$ cat src/common/bcht_params.svh
// offsets, field positions, reset values and decode constants of the header tail
`ifndef BCHT_PARAMS_SVH
`define BCHT_PARAMS_SVH

// byte offsets inside the configuration header
`define BCHT_OFS_CAP_PTR 12'h034
`define BCHT_OFS_ROM_BASE 12'h038
`define BCHT_OFS_IRQ_CTRL 12'h03c

// fixed read values and the interrupt line reset value
`define BCHT_CAP_PTR_VAL 8'h80
`define BCHT_ROM_BASE_VAL 32'h0000_0000
`define BCHT_IRQ_PIN_VAL 8'h01
`define BCHT_IRQ_LINE_RST 8'h00

// bridge control field positions in the 0x3c word
`define BCHT_BIT_PERR_RESP 16
`define BCHT_BIT_SERR_EN 17
`define BCHT_BIT_ISA_EN 18
`define BCHT_BIT_VGA_EN 19
`define BCHT_BIT_VGA16 20
`define BCHT_CTRL_RST 5'h00

// vga compatible ranges
`define BCHT_VGA_MEM_LO 32'h000a_0000
`define BCHT_VGA_MEM_HI 32'h000b_ffff
`define BCHT_VGA_IO_A_LO 10'h3b0
`define BCHT_VGA_IO_A_HI 10'h3bb
`define BCHT_VGA_IO_B_LO 10'h3c0
`define BCHT_VGA_IO_B_HI 10'h3df

`endif

$ cat src/common/bcht_pkg.sv
// types shared by the header tail register bank and its forwarding decoder
package bcht_pkg;

  // bridge control bits 20:16, lsb is bit 16
  typedef struct packed {
    logic vga16;      // 16-bit vga i/o decode
    logic vga_en;     // vga forwarding
    logic isa_en;     // isa alias filtering
    logic serr_en;    // secondary serr forwarding
    logic perr_resp;  // secondary parity response
  } bcht_ctrl_t;

  // one forwarding lookup
  typedef struct packed {
    logic is_io;         // i/o space, else memory
    logic [31:0] addr;   // transaction address
    logic io_win_hit;    // inside programmed i/o window
    logic mem_win_hit;   // inside programmed memory windows
  } bcht_fwd_req_t;

  // apb slave phase, one-hot
  typedef enum logic [1:0] {
    BCHT_ST_IDLE = 2'b01,
    BCHT_ST_ACCESS = 2'b10
  } bcht_apb_st_t;

endpackage : bcht_pkg

$ cat src/core/bcht_fwd_decode.sv
// primary to secondary forwarding decision steered by bridge control bits
`timescale 1ns/1ps
`default_nettype none
`include "bcht_params.svh"

module bcht_fwd_decode
  import bcht_pkg::*;
(
  input wire logic ref_clk_in,
  input wire logic rst_in,
  input wire logic req_valid_in,
  input wire bcht_fwd_req_t req_in,
  input wire bcht_ctrl_t ctrl_in,
  input wire logic io_enable_in,
  input wire logic mem_enable_in,
  output logic valid_out,
  output logic fwd_down_out,
  output logic fwd_up_out
);

  // vga i/o test; the short decode ignores bits 15:10 so aliases also match
  function automatic logic is_vga_io(input logic [31:0] a, input logic full16);
    logic in_rng;
    in_rng = ((a[9:0] >= `BCHT_VGA_IO_A_LO) && (a[9:0] <= `BCHT_VGA_IO_A_HI)) ||
             ((a[9:0] >= `BCHT_VGA_IO_B_LO) && (a[9:0] <= `BCHT_VGA_IO_B_HI));
    is_vga_io = in_rng && (a[31:16] == 16'h0000) && (!full16 || (a[15:10] == 6'h00));
  endfunction : is_vga_io

  logic valid_q;     // lookup result valid
  logic down_q;      // claimed for the secondary
  logic next_valid;
  logic next_down;
  logic isa_alias;   // first 64kb, top 768 bytes of a 1kb block
  logic vga_mem;     // inside vga frame buffer range
  logic io_down;
  logic mem_down;

  // next decision; vga forwarding overrides the isa filter
  always_comb
  begin
    isa_alias = (req_in.addr[31:16] == 16'h0000) && (req_in.addr[9:8] != 2'b00);
    vga_mem = (req_in.addr >= `BCHT_VGA_MEM_LO) && (req_in.addr <= `BCHT_VGA_MEM_HI);
    // isa set: aliased addresses stay upstream
    io_down = io_enable_in &&
              ((req_in.io_win_hit && !(ctrl_in.isa_en && isa_alias)) ||
               (ctrl_in.vga_en && is_vga_io(req_in.addr, ctrl_in.vga16)));
    mem_down = mem_enable_in && (req_in.mem_win_hit || (ctrl_in.vga_en && vga_mem));
    next_valid = req_valid_in;
    next_down = req_valid_in && (req_in.is_io ? io_down : mem_down);
  end

  // result registered one cycle after the lookup
  always_ff @(posedge ref_clk_in or posedge rst_in)
  begin
    if (rst_in)
    begin
      valid_q <= 1'b0;
      down_q <= 1'b0;
    end
    else
    begin
      valid_q <= next_valid;
      down_q <= next_down;
    end
  end

  assign valid_out = valid_q;
  assign fwd_down_out = down_q;
  assign fwd_up_out = valid_q && !down_q;

endmodule : bcht_fwd_decode
`default_nettype wire

$ cat src/core/bcht_cfg_tail.sv
// apb register bank for the type-1 header tail with error steering and forwarding decode
// Operation
// - rom base reads zero, writes ignored
// - interrupt line byte read-write, resets zero
// - interrupt pin byte reads constant one
// - parity response bit resets zero, enables detection
// - forward mode: gates secondary error response
// - reverse mode: gates poisoned tlp parity status
// - forward mode: serr forwarded as error message
// - reverse mode: serr enable bit read-only
// - isa clear: forward whole i/o window
// - isa set: aliased low addresses stay upstream
// - vga clear: vga only through windows
// - vga set: forward vga when enables set
// - vga16 bit selects 10 or 16-bit decode
// - capability pointer reads 80h, read-only
`timescale 1ns/1ps
`default_nettype none
`include "bcht_params.svh"

module bcht_cfg_tail
  import bcht_pkg::*;
#(
  parameter int ADDR_W = 12
)
(
  input wire logic ref_clk_in,
  input wire logic rst_in,
  // apb slave
  input wire logic psel_in,
  input wire logic penable_in,
  input wire logic pwrite_in,
  input wire logic [ADDR_W-1:0] paddr_in,
  input wire logic [31:0] pwdata_in,
  input wire logic [3:0] pstrb_in,
  output logic pready_out,
  output logic [31:0] prdata_out,
  output logic pslverr_out,
  // mode strap and secondary error sources
  input wire logic reverse_mode_in,
  input wire logic sec_serr_n_in,
  input wire logic sec_bus_err_in,
  input wire logic poisoned_tlp_in,
  output logic sec_err_resp_out,
  output logic mdpe_set_out,
  output logic err_msg_req_out,
  // forwarding lookup
  input wire logic fwd_valid_in,
  input wire bcht_fwd_req_t fwd_req_in,
  input wire logic io_enable_in,
  input wire logic mem_enable_in,
  output logic fwd_valid_out,
  output logic fwd_down_out,
  output logic fwd_up_out,
  // register state for the rest of the bridge
  output bcht_ctrl_t ctrl_out,
  output logic [7:0] irq_line_out
);

  // apb phase tracking
  bcht_apb_st_t st_q;
  bcht_apb_st_t next_st;

  // register contents
  logic [7:0] irq_line_q;     // software scratch, steers nothing
  bcht_ctrl_t ctrl_q;         // bridge control bits 20:16
  logic [7:0] next_irq_line;
  bcht_ctrl_t next_ctrl;

  // read path, loaded in the setup cycle so it is stable in access
  logic [31:0] rdata_q;
  logic err_q;
  logic [31:0] next_rdata;
  logic next_err;

  // pin synchronisers: stage one feeds stage two only
  logic rev_s1;
  logic rev_s2;
  logic serr_s1;
  logic serr_s2;
  logic serr_d;               // delayed stage two for edge detect
  logic next_rev_s1;
  logic next_rev_s2;
  logic next_serr_s1;
  logic next_serr_s2;
  logic next_serr_d;

  // error event pulses
  logic sec_err_resp_q;
  logic mdpe_set_q;
  logic err_msg_req_q;
  logic next_sec_err_resp;
  logic next_mdpe_set;
  logic next_err_msg_req;

  // bus qualifiers
  logic setup_cyc;            // first cycle of a transfer
  logic wr_fire;              // write commits at this edge
  logic [ADDR_W-1:0] word_addr;

  // offset known to this bank
  function automatic logic is_mapped(input logic [ADDR_W-1:0] a);
    is_mapped = (a == ADDR_W'(`BCHT_OFS_CAP_PTR)) ||
                (a == ADDR_W'(`BCHT_OFS_ROM_BASE)) ||
                (a == ADDR_W'(`BCHT_OFS_IRQ_CTRL));
  endfunction : is_mapped

  // read mux; reserved bits 31:21 of the control word read zero
  function automatic logic [31:0] read_word(input logic [ADDR_W-1:0] a,
                                            input logic [7:0] line,
                                            input bcht_ctrl_t c,
                                            input logic rev);
    logic [31:0] w;
    w = 32'h0000_0000;
    if (a == ADDR_W'(`BCHT_OFS_CAP_PTR))
    begin
      w[7:0] = `BCHT_CAP_PTR_VAL;
    end
    else if (a == ADDR_W'(`BCHT_OFS_ROM_BASE))
    begin
      w = `BCHT_ROM_BASE_VAL;
    end
    else if (a == ADDR_W'(`BCHT_OFS_IRQ_CTRL))
    begin
      w[7:0] = line;
      w[15:8] = `BCHT_IRQ_PIN_VAL;
      w[`BCHT_BIT_PERR_RESP] = c.perr_resp;
      // in reverse mode the serr enable reads as a fixed zero
      w[`BCHT_BIT_SERR_EN] = c.serr_en && !rev;
      w[`BCHT_BIT_ISA_EN] = c.isa_en;
      w[`BCHT_BIT_VGA_EN] = c.vga_en;
      w[`BCHT_BIT_VGA16] = c.vga16;
    end
    read_word = w;
  endfunction : read_word

  // aligned word address; byte lanes come from pstrb
  assign word_addr = {paddr_in[ADDR_W-1:2], 2'b00};
  assign setup_cyc = psel_in && !penable_in;
  // zero wait state slave: access cycle always completes
  assign wr_fire = psel_in && penable_in && pwrite_in && (st_q == BCHT_ST_ACCESS);

  // apb phase next state
  always_comb
  begin
    case (st_q)
      BCHT_ST_IDLE:
      begin
        // wait for a setup cycle
        next_st = setup_cyc ? BCHT_ST_ACCESS : BCHT_ST_IDLE;
      end
      BCHT_ST_ACCESS:
      begin
        // access always ends here; a following setup is seen from idle
        next_st = BCHT_ST_IDLE;
      end
      default:
      begin
        next_st = BCHT_ST_IDLE;
      end
    endcase
  end

  // apb phase register
  always_ff @(posedge ref_clk_in or posedge rst_in)
  begin
    if (rst_in)
    begin
      st_q <= BCHT_ST_IDLE;
    end
    else
    begin
      st_q <= next_st;
    end
  end

  // register next values; writes to read-only fields simply drop
  always_comb
  begin
    next_irq_line = irq_line_q;
    next_ctrl = ctrl_q;
    if (wr_fire && (word_addr == ADDR_W'(`BCHT_OFS_IRQ_CTRL)))
    begin
      if (pstrb_in[0])
      begin
        next_irq_line = pwdata_in[7:0];
      end
      // byte 1 holds the pin code, not writable
      if (pstrb_in[2])
      begin
        next_ctrl.perr_resp = pwdata_in[`BCHT_BIT_PERR_RESP];
        // reverse bridge keeps the serr enable frozen
        if (!rev_s2)
        begin
          next_ctrl.serr_en = pwdata_in[`BCHT_BIT_SERR_EN];
        end
        next_ctrl.isa_en = pwdata_in[`BCHT_BIT_ISA_EN];
        next_ctrl.vga_en = pwdata_in[`BCHT_BIT_VGA_EN];
        next_ctrl.vga16 = pwdata_in[`BCHT_BIT_VGA16];
      end
    end
  end

  // register storage, all control bits clear at reset
  always_ff @(posedge ref_clk_in or posedge rst_in)
  begin
    if (rst_in)
    begin
      irq_line_q <= `BCHT_IRQ_LINE_RST;
      ctrl_q <= `BCHT_CTRL_RST;
    end
    else
    begin
      irq_line_q <= next_irq_line;
      ctrl_q <= next_ctrl;
    end
  end

  // read data and error, captured in setup so access needs no wait
  always_comb
  begin
    next_rdata = rdata_q;
    next_err = err_q;
    if (setup_cyc)
    begin
      next_rdata = pwrite_in ? 32'h0000_0000 : read_word(word_addr, irq_line_q, ctrl_q, rev_s2);
      // unmapped offsets answer with an error, reads give zero
      next_err = !is_mapped(word_addr);
    end
    else if (st_q == BCHT_ST_ACCESS)
    begin
      next_err = 1'b0;
    end
  end

  // read path registers
  always_ff @(posedge ref_clk_in or posedge rst_in)
  begin
    if (rst_in)
    begin
      rdata_q <= 32'h0000_0000;
      err_q <= 1'b0;
    end
    else
    begin
      rdata_q <= next_rdata;
      err_q <= next_err;
    end
  end

  // synchroniser next values; a mid-run mode change is tolerated but not meant
  always_comb
  begin
    next_rev_s1 = reverse_mode_in;
    next_rev_s2 = rev_s1;
    next_serr_s1 = sec_serr_n_in;
    next_serr_s2 = serr_s1;
    next_serr_d = serr_s2;
  end

  // synchroniser registers; serr idles high
  always_ff @(posedge ref_clk_in or posedge rst_in)
  begin
    if (rst_in)
    begin
      rev_s1 <= 1'b0;
      rev_s2 <= 1'b0;
      serr_s1 <= 1'b1;
      serr_s2 <= 1'b1;
      serr_d <= 1'b1;
    end
    else
    begin
      rev_s1 <= next_rev_s1;
      rev_s2 <= next_rev_s2;
      serr_s1 <= next_serr_s1;
      serr_s2 <= next_serr_s2;
      serr_d <= next_serr_d;
    end
  end

  // error steering; serr gives one pulse per falling edge, the other two follow their strobe each cycle, mode picks which source counts
  always_comb
  begin
    next_sec_err_resp = !rev_s2 && ctrl_q.perr_resp && sec_bus_err_in;
    next_mdpe_set = rev_s2 && ctrl_q.perr_resp && poisoned_tlp_in;
    // falling edge of the active-low pin, seen after the two stages
    next_err_msg_req = !rev_s2 && ctrl_q.serr_en && serr_d && !serr_s2;
  end

  // error pulse registers
  always_ff @(posedge ref_clk_in or posedge rst_in)
  begin
    if (rst_in)
    begin
      sec_err_resp_q <= 1'b0;
      mdpe_set_q <= 1'b0;
      err_msg_req_q <= 1'b0;
    end
    else
    begin
      sec_err_resp_q <= next_sec_err_resp;
      mdpe_set_q <= next_mdpe_set;
      err_msg_req_q <= next_err_msg_req;
    end
  end

  // forwarding decoder steered by the control bits
  bcht_fwd_decode u_fwd_decode (
    .ref_clk_in(ref_clk_in),
    .rst_in(rst_in),
    .req_valid_in(fwd_valid_in),
    .req_in(fwd_req_in),
    .ctrl_in(ctrl_q),
    .io_enable_in(io_enable_in),
    .mem_enable_in(mem_enable_in),
    .valid_out(fwd_valid_out),
    .fwd_down_out(fwd_down_out),
    .fwd_up_out(fwd_up_out)
  );

  // outputs
  assign pready_out = 1'b1;
  assign prdata_out = rdata_q;
  assign pslverr_out = err_q && (st_q == BCHT_ST_ACCESS);
  assign sec_err_resp_out = sec_err_resp_q;
  assign mdpe_set_out = mdpe_set_q;
  assign err_msg_req_out = err_msg_req_q;
  assign ctrl_out = ctrl_q;
  assign irq_line_out = irq_line_q;

endmodule : bcht_cfg_tail
`default_nettype wire

$ cat config.mk
export PLATFORM = sky130hd
export DESIGN_NAME = bcht_cfg_tail
export DESIGN_NICKNAME = d
export VERILOG_FILES = /design/src/common/bcht_pkg.sv /design/src/core/bcht_fwd_decode.sv /design/src/core/bcht_cfg_tail.sv
export VERILOG_INCLUDE_DIRS = /design/src /design/src/common
export SDC_FILE = /design/constraint.sdc
export NUM_CORES = 1
export LEC_CHECK = 0
export ABC_AREA = 1
export ABC_CLOCK_PERIOD_IN_PS = 1800
export BUFFER_PORTS_ARGS = -buffer_cell sky130_fd_sc_hd__buf_2
export CORE_AREA = 2 2 72 74
export DETAILED_ROUTE_END_ITERATION = 6
export DIE_AREA = 0 0 74 76
export GPL_TIMING_DRIVEN = 0
export PLACE_DENSITY = 0.81
export SYNTH_ARGS = -nofsm -noshare
export SYNTH_HDL_FRONTEND = slang
export SYNTH_HIERARCHICAL = 1
export SYNTH_SLANG_ARGS = --single-unit
$ cat constraint.sdc
create_clock -name ref_clk_in -period 1.8 [get_ports ref_clk_in]
set_input_delay 0.09 -clock ref_clk_in [delete_from_list [all_inputs] [get_ports ref_clk_in]]
set_output_delay 0.09 -clock ref_clk_in [all_outputs]
set_load 0.005 [all_outputs]
# [After elaboration in Yosys (flattened, before gate mapping)]
# Cells that the tools add are included.
[classes] order_cmp=6 n_eq_ne=5 n_mux=10 n_bitwise=1 n_reduce_logical=47
[ops] cell="two-way mux 21 bit" count=2
[ops] cell="greater-or-equal comparator 32 x 20 -> 1 bit, second input constant" count=1
[ops] cell="less-or-equal comparator 32 x 20 -> 1 bit, second input constant" count=1
[ops] cell="two-way mux 32 bit" count=1
[ops] cell="== test 10 x 4 -> 1 bit, second input constant" count=3
[ops] cell="logical AND 1 bit" count=27
[ops] cell="greater-or-equal comparator 10 bit, second input constant" count=2
[ops] cell="less-or-equal comparator 10 bit, second input constant" count=2
[ops] cell="logical NOT 16 bit" count=1
[ops] cell="two-way mux 13 bit" count=1
[ops] cell="two-way mux 8 bit" count=1
[ops] cell="logical NOT 1 bit" count=7
[ops] cell="logical NOT 6 bit" count=1
[ops] cell="logical OR 1 bit" count=6
[ops] cell="two-way mux 2 bit" count=2
[ops] cell="AND reduction 2 bit" count=2
[ops] cell="nonzero test 2 bit" count=2
[ops] cell="two-way mux 1 bit" count=3
[ops] cell="AND reduction 3 bit" count=1
[ops] cell="== test 2 x 1 -> 1 bit, second input constant" count=1
[ops] cell="== test 2 bit, second input constant" count=1
[ops] cell="NOT 1 bit" count=1
[totals] regBits=58 in_bits=95 out_inout_bits=53 elab_cells=88

# [Longest topological paths before layout]
[logic_depth] word_depth=10 ltp_mapped=9 ltp_nobuf=9

# [Cells and area by module]
# The synthesis kept the hierarchy.
[by_module_without_submodules] module="bcht_cfg_tail" instances=1 cells_each=197 area_each_um2=1721.7 seq_area_each_um2=955.9
[by_module_without_submodules] module="bcht_fwd_decode" instances=1 cells_each=59 area_each_um2=285.3 seq_area_each_um2=50.0

# [Least setup slack after synthesis]
# Ideal clock, no wire load.
[synth_path] path_type="flip-flop to flip-flop" startpoint="reg st_q[0]" endpoint="reg irq_line_q[6], in the netlist irq_line_out[6]" setup_ns=0.118 arrival_time_ns=1.036 t_required_ns=1.682 slack_ns=0.646 path_stages_with_launch=9 n_path_buf=1 period_less_slack_ns=1.154 path_cell_list="dfstp_2 -> inv_2 -> nand2_1 -> nor2_4 -> inv_2 -> nor2_4 -> buf_6 -> nand3_1 -> nand2_1"
[synth_via] elab_chain_cells=4
[synth_rtl] item="start: declaration" line_no="bcht_cfg_tail.sv:61" text="bcht_apb_st_t st_q;"
[synth_rtl] item="start signal: assignment" line_no="bcht_cfg_tail.sv:173" text="st_q <= next_st;"
[synth_rtl] item="== test 2 bit" line_no="bcht_cfg_tail.sv:141" text="assign wr_fire = psel_in && penable_in && pwrite_in && (st_q == BCHT_ST_ACCESS);"
[synth_rtl] item="logical AND 1 bit" line_no="bcht_cfg_tail.sv:141"
[synth_rtl] item="logical AND 1 bit" line_no="bcht_cfg_tail.sv:182" text="if (wr_fire && (word_addr == ADDR_W'(`BCHT_OFS_IRQ_CTRL)))"
[synth_rtl] item="AND reduction 2 bit (no line)"
[synth_rtl] item="end signal: assignment" line_no="bcht_cfg_tail.sv:209" text="irq_line_q <= `BCHT_IRQ_LINE_RST;"
[synth_rtl] item="end signal: assignment" line_no="bcht_cfg_tail.sv:214" text="irq_line_q <= next_irq_line;"
[synth_rtl] item="end: declaration" line_no="bcht_cfg_tail.sv:65" text="logic [7:0] irq_line_q;"
# No other way between the ends.
# A chain may end at the register's enable or synchronous reset.

# [Final worst setup path]
[layout_path] startpoint="reg st_q[0]" endpoint="reg irq_line_q[7], in the netlist irq_line_out[7]"
# Same word-level chain as after synthesis.

==> flow_summary.yaml <==
cts:
  cts.sinks: 40
  clk_latency_ns: 0.28
  postCtsSetupRepairBufs: 0
  cts_tree: "done"
  ctsResizeCount: 0
  htree_levels: 2
  clock_path_buffers: 2
  cts-root-buf: "clkbuf_8"
  clkTransAtPathRegs_ns: 0.08
  cts_buffers: 5
route:
  num_vias: 1986
  routed_wl_um: 5140
  viasPerCell: 4.33
  dr.pass1.iters: 6
  first_iter_violations: 53
  ant_nets: 0
  post-route-drc-count: 0
  routedWlPerCell_um: 11.2
worst_setup_path:
  worstPathCellList: "inv_2 > nand2_1 > nor2_4 > nand4_1 > nand2_1 > nand2_1"
  end_kind: "register"
  worstSetupStartpointType: "register"
  cp_max_fo: 8
  worst_r2r_startpoint: "st_q[0]"
  arrival_ns: 1.60
  setup.worst_path.start: "st_q[0]"
  r2r-end: "irq_line_out[7]"
  crit_path_frequent_cell: "nand2_1"
  crit_end: "irq_line_out[7]"
  crit_type: "register to register"
  cpMaxStageDelayCell: "dfstp_2"
  slowest_delay_ns: 0.37
  reg2reg_depth: 6
  required_ns: 1.97
  r2r_slack_ns: 0.37
logic_synthesis:
  syn-instance-count: 256
  netlist_top_cells_count: "nand2_1, dfrtp_1, nand3_1"
  synth_warnings: 6
  yosys.area_share.simple: 0.333
  syn_area_um2: 2010
  synth_area_leaders: "dfrtp_1, nand2_1, nand3_1"
  yosysTopAreaCell: "dfrtp_1"
  synthDominantCellAreaShare: 0.449
  synth_compound_area_frac: 0.0212
  synth_cell_types: 23
  synth-xor-area-share: 0
  ys_seq_area_frac: 0.501
  synth-edff-count: 0
  async_flop_share: 1.00
  muxShareOfSynthArea: 0
  synth_top_family_by_area: "simple AND/OR/NAND/NOR gates"
  yosysMostFrequentCell: "nand2_1"
  synthAdderAreaFrac: 0
  ys_ff_latch: 40
  avgSynthCellArea_um2: 7.84
  ys.flop_type: "dfrtp_1"
sta:
  setup_viol: 0
  hold_viol: 0
  slew_violations: 0
  period_minus_slack_ns: 1.43
  slew_headroom: 0.521
  finalCritPeriodShare: 0.793
  grt_setup_unrepaired: "no"
  worst_slack_ns: 0.372
  setup_tns_ns: 0
  clock_skew_ns: 0.00659
  clock.fmax_mhz: 700
  worst_slew_pin_slew_ns: 0.718
die:
  die_x_um: 74
  initial_core_util: 0.409
  ioPinCount: 148
  dieArea_um2: 5620
  core_area_um2: 4910
  die_h_um: 76
  rows: 26
global_routing:
  antenna_found_initial: 0
  grt_pass1_wl_um: 8140
  grtUsageTotal: 0.184
  overflow: 0
  grt_max_degree: 24
  grt_pass1_vias: 1855
power:
  internal-power_mw: 1.30
  powerDensity_nw_per_um2: 602
  p_clk_frac: 0.330
  comb_power_share: 0.129
  leakage_nw: 1.76
  seqPwrFrac: 0.541
  power_switching_uw: 404
  switching_share: 0.237
  peakVddDrop_mv: 0.474
  finalPower_mw: 1.70
finish:
  drive_gt1_frac: 0.375
  multiInputGateArea_um2: 782
  fin_area_um2: 2830
  regArea_um2: 1010
  final_nets: 483
  fillers: 477
  area_growth_pct: 41.1
  stdcell_count: 459
  antenna_cells: 0
hold_path:
  holdCritPathClass: "input pin to register"
flow_run:
  maxCapViolCount: 0
place:
  hpwl_um: 3910
  port_buffers: 102
  dpl_cell_area_um2: 2700
  gp_congestion: 0.829
  preCtsSetupSlack_ns: 0.364
  placed_cells: 446
status:
  status: "finished, final reports clean"
## worst min path at each step
stage	slack, ns	from	endpoint	depth (start not counted)
3_3_place_gp	-0.05	rst_in	u_fwd_decode/valid_out	2
5_1_grt	0.02	poisoned_tlp_in	mdpe_set_out	3
6_report	0.02	sec_bus_err_in	sec_err_resp_out	3
2_1_floorplan	-0.17	rst_in	u_fwd_decode/fwd_down_out	1
3_5_place_dp	-0.05	rst_in	u_fwd_decode/fwd_down_out	2
4_1_cts	0.006	sec_bus_err_in	sec_err_resp_out	3
## state kept, by name, indices dropped and copies added, names as in the netlist
name	cells
u_fwd_decode/fwd_down_out	1
rev_s2	1
serr_d	1
next_serr_d	1
sec_err_resp_out	1
prdata_out	14
err_msg_req_out	1
next_rev_s2	1
ctrl_out	5
next_serr_s2	1
st_q	2
irq_line_out	8
mdpe_set_out	1
u_fwd_decode/valid_out	1
err_q	1
## critical path: cells and delay by family, from the launching register on
kind,cells,cell delay [ns]
AND/OR/NAND/NOR,5,0.91
buffers and inverters,1,0.04
flip-flops,1,0.37
## per-layer routing
metal | routed length, µm | global-route usage
met5 | 0 | 0
met4 | 16 | 0.0436
met3 | 364 | 0.0397
met2 | 2700 | 0.336
met1 | 2060 | 0.214
## power by group through the flow
stage,Combinational [mW],Clock (mW),Sequential (mW)
finish,0.220,0.562,0.922
global route,0.246,0.628,0.923
CTS,0.219,0.585,0.922
detailed placement,0.210,0,0.939
global placement,0.197,0,0.938
floorplan,0.102,0,0.938
## area by class of cell
class                      instances  area share
sequential                        40       0.355
multi-input combinational        181       0.276
timing repair buffer             108       0.208
buffer                            24      0.0627
inverter                          28      0.0371
tap                               70      0.0309
clock buffer                       6      0.0256
clock inverter                     2     0.00442
## logic make-up (layout without fill, tap and decap cells)
logic type	Yosys count	in the layout
AND/OR/NAND/NOR	156	156
other	2	19
AO/OA/AOI/OAI	6	6
buffers and inverters	52	168
flip-flops	40	40
## layout by cell type, fill, tap and decap left out
cell type and count:
nand4_1 3, o21ai_0 1, buf_6 2, inv_2 2, dlygate4sd3_1 5, conb_1 19, clkinv_2 1, nor2_4 3
a21oi_1 1, buf_16 1, o2111ai_1 1, nor2_2 2, nor3_1 2, dfrtp_1 36, dfstp_2 4, nand2_2 1
clkbuf_1 3, inv_1 26, a21oi_2 1, buf_4 19, clkinvlp_4 1, nor2_1 27, or2_2 1, nand2_1 85
nand3_1 32, o21a_1 2, clkbuf_8 5, buf_2 103
## repair_timing
action | 4_1_cts | 5_1_grt
setup endpoints to repair | 0 | 0
hold endpoints to repair | 20 | 0
hold buffers | 5 | 0
## per-stage QoR
step / hold slack (ns) / utilization
6_report: 0.0220 / 0.576
5_1_grt: 0.0190 / 0.576
4_1_cts: 0.00559 / 0.576
3_5_place_dp: -0.0478 / 0.549
3_3_place_gp: -0.0507 / 0.543
2_1_floorplan: -0.169 / -
Power figures use the tool's default switching activity.
